`src/rtl/pbmux_defines.vh`:
```
// Register map, field positions and reset values for the port B pin mux
//
// Behaviour
// - PB5 field: 00/11 gpio+irq, 01 uart, 10 cs
// - PB4 field: 01 serial clock, else gpio+timer clock
// - High function bits 7:4 read zero
// - Chip select source: PA6, PA3, PB5, PA6
// - Compact clock source: PA5, PB1, PA4, PA5
// - Capture source: PA6 clear, PB0 set
// - Periodic clock source: PA7 clear, PB4 set
// - Interrupt source: PA0 clear, PB5 set
// - Data and direction registers reset all ones
// - New output drives high unless data written
// - Bit set/clear is read-modify-write of byte
// - Falling enabled port A pin wakes device
// - Wake enable is per port A pin
// - PA2 output enable follows reset config
// - Direction bit 0 output, 1 input
`ifndef PBMUX_DEFINES_VH
`define PBMUX_DEFINES_VH

`define PBMUX_OFF_PBLO 12'h000
`define PBMUX_OFF_PBHI 12'h004
`define PBMUX_OFF_SERIAL_INPUT_SOURCE_SELECT 12'h008
`define PBMUX_OFF_TIMER_IRQ_INPUT_SOURCE_SELECT 12'h00C
`define PBMUX_OFF_PADATA 12'h010
`define PBMUX_OFF_PADIR 12'h014
`define PBMUX_OFF_PBDATA 12'h018
`define PBMUX_OFF_PBDIR 12'h01C
`define PBMUX_OFF_WAKEEN 12'h020
`define PBMUX_OFF_RSTCFG 12'h024
`define PBMUX_OFF_PIN 12'h028
`define PBMUX_OFF_SLEEP 12'h02C
`define PBMUX_OFF_STAT 12'h030
`define PBMUX_OFF_MASK 12'h034

`define PBMUX_SEL_RST 8'h00
`define PBMUX_PORT_RST 8'hFF
`define PBMUX_PBHI_MASK 8'h0F
`define PBMUX_TIMER_IRQ_INPUT_SOURCE_SELECT_MASK 8'h1F

`define PBMUX_PB5_LSB 2
`define PBMUX_PB4_LSB 0
`define PBMUX_SDI_LSB 6
`define PBMUX_CS_LSB 2
`define PBMUX_COMPACT_TIMER_CLOCK_IN_LSB 3
`define PBMUX_PERIODIC_TIMER_CAPTURE_IN_BIT 2
`define PBMUX_PERIODIC_TIMER_CLOCK_IN_BIT 1
`define PBMUX_INT_BIT 0
`define PBMUX_PA2_BIT 2

`define PBMUX_ST_WAKE 0
`define PBMUX_ST_EDGE 1

`endif

```
`src/rtl/pbmux_top.v`:
```
// Port B pin function mux, input routing, port registers and wake-up
//
// The register offsets and the APB interface to the registers were left to the implementer.
`timescale 1ns/1ps
`default_nettype none
`include "pbmux_defines.vh"
module pbmux_top (
    // APB
    input wire pclk,
    input wire presetn,
    input wire psel,
    input wire penable,
    input wire pwrite,
    input wire [11:0] paddr,
    input wire [31:0] pwdata,
    output reg [31:0] prdata,
    output reg pready,
    output reg pslverr,
    // Pins, synchronous to pclk
    input wire [7:0] porta_in,
    input wire [5:0] portb_in,
    output reg [7:0] porta_out,
    output reg [7:0] porta_oe,
    output reg [5:0] portb_out,
    output reg [5:0] portb_oe,
    // Peripheral outputs to place on port B pins 5 and 4
    input wire uart_txd,
    input wire uart_tx_dir,
    input wire serial_clk_out,
    input wire serial_clk_dir,
    input wire serial_cs_out,
    input wire serial_cs_dir,
    // Routed peripheral inputs
    output reg serial_data_in,
    output reg serial_chip_select,
    output reg compact_timer_clock_in,
    output reg periodic_timer_capture_in,
    output reg periodic_timer_clock_in,
    output reg ext_irq_in,
    // Power and interrupt
    input wire sleep_mode,
    output reg wake_req,
    output reg irq
);
    reg [7:0] pblo_reg, pbhi_reg, serial_input_source_select_reg, timer_irq_input_source_select_reg;
    reg [7:0] padata_reg, padir_reg, wakeen_reg, rstcfg_reg;
    reg [5:0] pbdata_reg, pbdir_reg;
    reg [7:0] pa_prev_reg;
    reg [1:0] stat_reg, mask_reg;
    wire wr = psel & penable & pwrite;
    wire [7:0] wd = pwdata[7:0];
    wire [1:0] pb5_f = pbhi_reg[`PBMUX_PB5_LSB +: 2];
    wire [1:0] pb4_f = pbhi_reg[`PBMUX_PB4_LSB +: 2];
    wire [7:0] pa_fall = pa_prev_reg & ~porta_in & wakeen_reg;
    wire wake_evt = sleep_mode & (|pa_fall);
    wire [1:0] ev = {|pa_fall, wake_evt};
    wire [1:0] stat_next = (stat_reg & ~(wr && paddr == `PBMUX_OFF_STAT ?
        wd[1:0] : 2'b00)) | ev; // Set wins over clear
    reg [31:0] rd;
    reg hit;

    // Read mux; port data reads return the data register, so a software
    // bit set/clear read-modify-write keeps the other bits intact
    always @* begin
        rd = 32'h0000_0000;
        hit = 1'b1;
        case (paddr)
            `PBMUX_OFF_PBLO: rd[7:0] = pblo_reg;
            `PBMUX_OFF_PBHI: rd[7:0] = pbhi_reg & `PBMUX_PBHI_MASK;
            `PBMUX_OFF_SERIAL_INPUT_SOURCE_SELECT: rd[7:0] = serial_input_source_select_reg;
            `PBMUX_OFF_TIMER_IRQ_INPUT_SOURCE_SELECT: rd[7:0] = timer_irq_input_source_select_reg & `PBMUX_TIMER_IRQ_INPUT_SOURCE_SELECT_MASK;
            `PBMUX_OFF_PADATA: rd[7:0] = padata_reg;
            `PBMUX_OFF_PADIR: rd[7:0] = padir_reg;
            `PBMUX_OFF_PBDATA: rd[5:0] = pbdata_reg;
            `PBMUX_OFF_PBDIR: rd[5:0] = pbdir_reg;
            `PBMUX_OFF_WAKEEN: rd[7:0] = wakeen_reg;
            `PBMUX_OFF_RSTCFG: rd[7:0] = rstcfg_reg;
            `PBMUX_OFF_PIN: rd[13:0] = {portb_in, porta_in};
            `PBMUX_OFF_SLEEP: rd[0] = sleep_mode;
            `PBMUX_OFF_STAT: rd[1:0] = stat_reg;
            `PBMUX_OFF_MASK: rd[1:0] = mask_reg;
            default: hit = 1'b0;
        endcase
    end

    always @(posedge pclk or negedge presetn) begin
        if (!presetn) begin
            pblo_reg <= `PBMUX_SEL_RST;
            pbhi_reg <= `PBMUX_SEL_RST;
            serial_input_source_select_reg <= `PBMUX_SEL_RST;
            timer_irq_input_source_select_reg <= `PBMUX_SEL_RST;
            padata_reg <= `PBMUX_PORT_RST;
            padir_reg <= `PBMUX_PORT_RST;
            pbdata_reg <= 6'h3F;
            pbdir_reg <= 6'h3F;
            wakeen_reg <= `PBMUX_SEL_RST;
            rstcfg_reg <= `PBMUX_SEL_RST;
            pa_prev_reg <= `PBMUX_PORT_RST;
            stat_reg <= 2'b00;
            mask_reg <= 2'b00;
            prdata <= 32'h0000_0000;
            pready <= 1'b0;
            pslverr <= 1'b0;
        end else begin
            pa_prev_reg <= porta_in;
            stat_reg <= stat_next;
            // One wait state: pready rises in the second access cycle
            pready <= psel & penable & ~pready;
            pslverr <= psel & penable & ~pready & ~hit;
            prdata <= (psel & penable & ~pready & ~pwrite) ? rd : 32'h0;
            if (wr && !pready) begin
                case (paddr)
                    `PBMUX_OFF_PBLO: pblo_reg <= wd;
                    `PBMUX_OFF_PBHI: pbhi_reg <= wd & `PBMUX_PBHI_MASK;
                    `PBMUX_OFF_SERIAL_INPUT_SOURCE_SELECT: serial_input_source_select_reg <= wd;
                    `PBMUX_OFF_TIMER_IRQ_INPUT_SOURCE_SELECT: timer_irq_input_source_select_reg <= wd & `PBMUX_TIMER_IRQ_INPUT_SOURCE_SELECT_MASK;
                    `PBMUX_OFF_PADATA: padata_reg <= wd;
                    `PBMUX_OFF_PADIR: padir_reg <= wd;
                    `PBMUX_OFF_PBDATA: pbdata_reg <= wd[5:0];
                    `PBMUX_OFF_PBDIR: pbdir_reg <= wd[5:0];
                    `PBMUX_OFF_WAKEEN: wakeen_reg <= wd;
                    `PBMUX_OFF_RSTCFG: rstcfg_reg <= wd;
                    `PBMUX_OFF_MASK: mask_reg <= wd[1:0];
                    default: ;
                endcase
            end
        end
    end

    // Pin drive and input routing, all registered
    always @(posedge pclk or negedge presetn) begin
        if (!presetn) begin
            porta_out <= 8'hFF;
            porta_oe <= 8'h00;
            portb_out <= 6'h3F;
            portb_oe <= 6'h00;
            serial_data_in <= 1'b1;
            serial_chip_select <= 1'b1;
            compact_timer_clock_in <= 1'b1;
            periodic_timer_capture_in <= 1'b1;
            periodic_timer_clock_in <= 1'b1;
            ext_irq_in <= 1'b1;
            wake_req <= 1'b0;
            irq <= 1'b0;
        end else begin
            // Data resets high so a fresh output drives high
            porta_out <= padata_reg;
            porta_oe <= ~padir_reg;
            // PA2 drive needs the reset config to release it
            porta_oe[`PBMUX_PA2_BIT] <= ~padir_reg[`PBMUX_PA2_BIT] &
                rstcfg_reg[0];
            portb_out[3:0] <= pbdata_reg[3:0];
            portb_oe[3:0] <= ~pbdir_reg[3:0];
            case (pb5_f)
                2'b01: begin
                    portb_out[5] <= uart_txd;
                    portb_oe[5] <= uart_tx_dir;
                end
                2'b10: begin
                    portb_out[5] <= serial_cs_out;
                    portb_oe[5] <= serial_cs_dir;
                end
                default: begin
                    portb_out[5] <= pbdata_reg[5];
                    portb_oe[5] <= ~pbdir_reg[5];
                end
            endcase
            if (pb4_f == 2'b01) begin
                portb_out[4] <= serial_clk_out;
                portb_oe[4] <= serial_clk_dir;
            end else begin
                portb_out[4] <= pbdata_reg[4];
                portb_oe[4] <= ~pbdir_reg[4];
            end
            // Each input follows only its selected pin
            case (serial_input_source_select_reg[`PBMUX_SDI_LSB +: 2])
                2'b01: serial_data_in <= portb_in[0];
                2'b10: serial_data_in <= portb_in[1];
                default: serial_data_in <= porta_in[5];
            endcase
            case (serial_input_source_select_reg[`PBMUX_CS_LSB +: 2])
                2'b01: serial_chip_select <= porta_in[3];
                2'b10: serial_chip_select <= portb_in[5];
                default: serial_chip_select <= porta_in[6];
            endcase
            case (timer_irq_input_source_select_reg[`PBMUX_COMPACT_TIMER_CLOCK_IN_LSB +: 2])
                2'b01: compact_timer_clock_in <= portb_in[1];
                2'b10: compact_timer_clock_in <= porta_in[4];
                default: compact_timer_clock_in <= porta_in[5];
            endcase
            periodic_timer_capture_in <= timer_irq_input_source_select_reg[`PBMUX_PERIODIC_TIMER_CAPTURE_IN_BIT] ?
                portb_in[0] : porta_in[6];
            periodic_timer_clock_in <= timer_irq_input_source_select_reg[`PBMUX_PERIODIC_TIMER_CLOCK_IN_BIT] ?
                portb_in[4] : porta_in[7];
            ext_irq_in <= timer_irq_input_source_select_reg[`PBMUX_INT_BIT] ?
                portb_in[5] : porta_in[0];
            wake_req <= wake_evt;
            irq <= |(stat_next & mask_reg);
        end
    end
endmodule
`default_nettype wire

```
`config.mk`:
```
export PLATFORM = sky130hd
export DESIGN_NAME = pbmux_top
export DESIGN_NICKNAME = d
export VERILOG_FILES = /design/src/rtl/pbmux_top.v
export VERILOG_INCLUDE_DIRS = /design/src /design/src/rtl
export SDC_FILE = /design/constraint.sdc
export NUM_CORES = 1
export LEC_CHECK = 0
export CAP_MARGIN = 20
export CORE_MARGIN = 2
export CORE_UTILIZATION = 35
export CTS_BUF_LIST = sky130_fd_sc_hd__clkbuf_4 sky130_fd_sc_hd__clkbuf_8
export CTS_CLUSTER_SIZE = 20
export DETAILED_ROUTE_END_ITERATION = 10
export DONT_BUFFER_PORTS = 1
export HOLD_SLACK_MARGIN = 0.06
export PLACE_DENSITY = 0.57
export SYNTH_ARGS = -nofsm -noshare
export SYNTH_HDL_FRONTEND = slang
export SYNTH_SLANG_ARGS = --single-unit
```
`constraint.sdc`:
```
create_clock -name pclk -period 1.7 [get_ports pclk]
set_input_delay 0.17 -clock pclk [delete_from_list [all_inputs] [get_ports pclk]]
set_output_delay 0.17 -clock pclk [all_outputs]
set_load 0.05 [all_outputs]
```
==> results.sh <==
export IMPL_placeableCoreArea_um2=17200
export IMPL_remaining_drc_errors=0
export IMPL_cts_root_buf="clkbuf_8"
export IMPL_die_area_um2=18500
export IMPL_wl_per_cell_um=21.5
export IMPL_antenna_found_initial=0
export IMPL_hold_viol_final=133
export IMPL_htreeDepth=4
export IMPL_ys_seq_area_share_pct=55.7
export IMPL_run_status="finished, violations left"
export IMPL_final_common_cell="mux2_2"
export IMPL_r2r_start="rstcfg_reg[0]"
export IMPL_largest_reg_flops=14
export IMPL_clkLatencyLatePin_ns=0.46
export IMPL_drtPass1Iterations=5
export IMPL_top_register="prdata"
export IMPL_drtIter0Drc=278
export IMPL_globalplace_congestion=0.863
export IMPL_cts_hold_buffers=36
export IMPL_slew_viol_final=0
export IMPL_p_per_area_nw_per_um2=884
export IMPL_critPathCaptureType="flop"
export IMPL_synthCells=487
export IMPL_criticalPathCategory="reg -> reg"
export IMPL_cp_data_required_time_ns=2.03
export IMPL_crit_path_start_kind="flop"
export IMPL_hold_slack_ns=-0.595
export IMPL_hp_class="in -> async"
export IMPL_syn2layout_area_growth_pct=21.0
export IMPL_grt_usage_pct=19.7
export IMPL_skew_ns=0.0112
export IMPL_clock_sinks=133
export IMPL_ff2ff_setup_slack_ns=0.02
export IMPL_cts_buffers=17
export IMPL_rows=48
export IMPL_ff2ff_path_depth=4
export IMPL_layout_drive_gt1_share_pct=41.0
export IMPL_async_reset_ff_share_pct=100
export IMPL_grt_pass1_wl_um=26400
export IMPL_cts_buffer_depth=2
export IMPL_die_h_um=136
export IMPL_critPathMaxFanout=2
export IMPL_clkSlewWorstSetupHoldPaths_ns=0.08
export IMPL_grt_max_degree=134
export IMPL_finalCritPeriodShare_pct=98.8
export IMPL_fmax_mhz=595
export IMPL_finalSetupViolCount=0
export IMPL_postPlaceCellArea_um2=6540
export IMPL_finalPower_mw=6.53
export IMPL_mostFrequentLayoutCells="mux2_2, dfrtp_1, dfstp_2, nand2_1, buf_4"
export IMPL_drt_wl_total_um=17200
export IMPL_grt_pass1_vias=4225
export IMPL_timing_rr_end="prdata[0]"
export IMPL_initial_core_util_pct=35.5
export IMPL_synth_warnings=0
export IMPL_grt_remaining_overflow=0
export IMPL_antennaDiodeCount=0
export IMPL_dpl_hpwl_um=11800
export IMPL_syn_area_um2=6100
export IMPL_relSlewSlack_pct=58.5
export IMPL_synth_cell_type_count=65
export IMPL_io_pins=140
export IMPL_synth_avg_cell_area_um2=12.5
export IMPL_synthFlopType="dfrtp_1"
export IMPL_fin_area_um2=7380
export IMPL_vias=4127
export IMPL_port_buffers=0
export IMPL_maxCapViolations=0
export IMPL_tightest_slew_ns=0.620
export IMPL_utilization_pct=43.0
export IMPL_drt_antenna_violating_nets=0
export IMPL_ys_ff_latch=133
export IMPL_cts_tree="done"
export IMPL_vias_per_cell=5.17
export IMPL_rsz0062_at_grt="true"
export IMPL_violations="hold timing"
export IMPL_power_leakage_nw=3.25
export IMPL_die_w_um=136
export IMPL_cp_arrival_ns=2.01
export IMPL_synth_edf_count=0
export IMPL_final_net_count=638
export IMPL_post_cts_setup_buffers=0
export IMPL_period_needed_ns=1.68
export IMPL_worst_ir_drop_vdd_mv=0.451
[cells by family (layout without fill, tap and decap cells)]
family	count (synthesis)	after routing	share of synthesized area, %
buffers and inverters	61	130	5.31
flip-flops	133	133	55.7
multiplexers	92	92	16.9
other	1	18	0.0615
AO/OA/AOI/OAI	71	71	7.83
XOR/XNOR	1	1	0.144
adder cells (fa/ha/maj)	8	8	1.64
AND/OR/NAND/NOR	120	120	12.4
[cell type report]
cell class	count	area [um^2]
flip-flops and latches	133	3400
clock buffers	22	297
multi-input cells	310	2500
repair buffers	75	678
inverters	23	86.3
fillers	1639	9790
clock inverters	10	144
well taps	225	282
[layer usage]
metal,part of all wire (%),track usage [%]
met5,0,0
met4,1.3,6.31
met3,5.5,4.85
met2,49,31.2
met1,44,26.5
[worst max-delay path by stage]
stage                  startpoint                           endpoint  depth (start not counted)
floorplan                paddr[0]  serial_input_source_select_reg[0]                          5
global placement         paddr[9]                        pbhi_reg[3]                          5
detailed placement       paddr[9]                        pbhi_reg[1]                          5
CTS                 rstcfg_reg[0]                          prdata[0]                          4
global route        rstcfg_reg[0]                          prdata[0]                          4
finish              rstcfg_reg[0]                          prdata[0]                          4
[cell usage after synthesis, types with 2 or more instances]
cell type / count / area share (%)
a31oi_1: 3 / 0.31
buf_6: 2 / 0.37
mux2i_1: 15 / 2.5
o211ai_1: 2 / 0.25
nand3_1: 14 / 1.1
nor4_4: 3 / 1.0
nor2_1: 12 / 0.74
and3_1: 9 / 0.92
mux2_2: 76 / 14
dfrtp_1: 77 / 32
a22o_1: 2 / 0.29
nor2b_1: 3 / 0.31
a32oi_1: 3 / 0.43
nor3_1: 5 / 0.41
a221oi_1: 2 / 0.29
or4_1: 2 / 0.25
clkbuf_1: 6 / 0.37
nor3_2: 2 / 0.33
ha_1: 8 / 1.6
and4_1: 2 / 0.29
nand3_2: 2 / 0.33
a21oi_1: 12 / 0.98
inv_1: 23 / 1.4
o32ai_1: 2 / 0.29
a222oi_1: 3 / 0.49
nand2_1: 39 / 2.4
nand2b_1: 3 / 0.31
o22ai_1: 6 / 0.62
nand3b_1: 2 / 0.25
dfstp_2: 56 / 24
nor3b_1: 2 / 0.25
buf_1: 4 / 0.25
buf_2: 7 / 0.57
or2_2: 2 / 0.21
or3_1: 3 / 0.31
a22oi_1: 6 / 0.74
nor3_4: 2 / 0.53
buf_4: 19 / 2.3
and2_1: 2 / 0.21
o21ai_0: 19 / 1.6
[metrics by stage]
stage | setup TNS (ns) | setup slack [ns] | cells
floorplan | -0.716 | -0.0691 | 504
global placement | -5.31 | -0.189 | 730
detailed placement | -5.63 | -0.214 | 730
CTS | 0 | 0.0000890 | 798
global route | -0.0241 | -0.0240 | 798
finish | 0 | 0.0206 | 798
[critical path, cell delays in order (launching register included)]
cell,delay [ns]
dfrtp_1,0.39
mux4_2,0.52
a32oi_1,0.21
nand2_1,0.11
o311a_1,0.32
[report_power, final]
part / switching, mW / total [mW] / internal, mW
sequential: 0.0449 / 3.25 / 3.21
clock: 1.30 / 2.93 / 1.63
combinational: 0.219 / 0.347 / 0.128
total: 1.56 / 6.53 / 4.96
[repair_timing]
| action | CTS | global route |
|---|---|---|
| resized for setup | 3 | 6 |
| pin swaps | 3 | 4 |
| hold endpoints to repair | 241 | 133 |
| endpoints found under the setup margin | 27 | 21 |
Power figures use the tool's default switching activity.
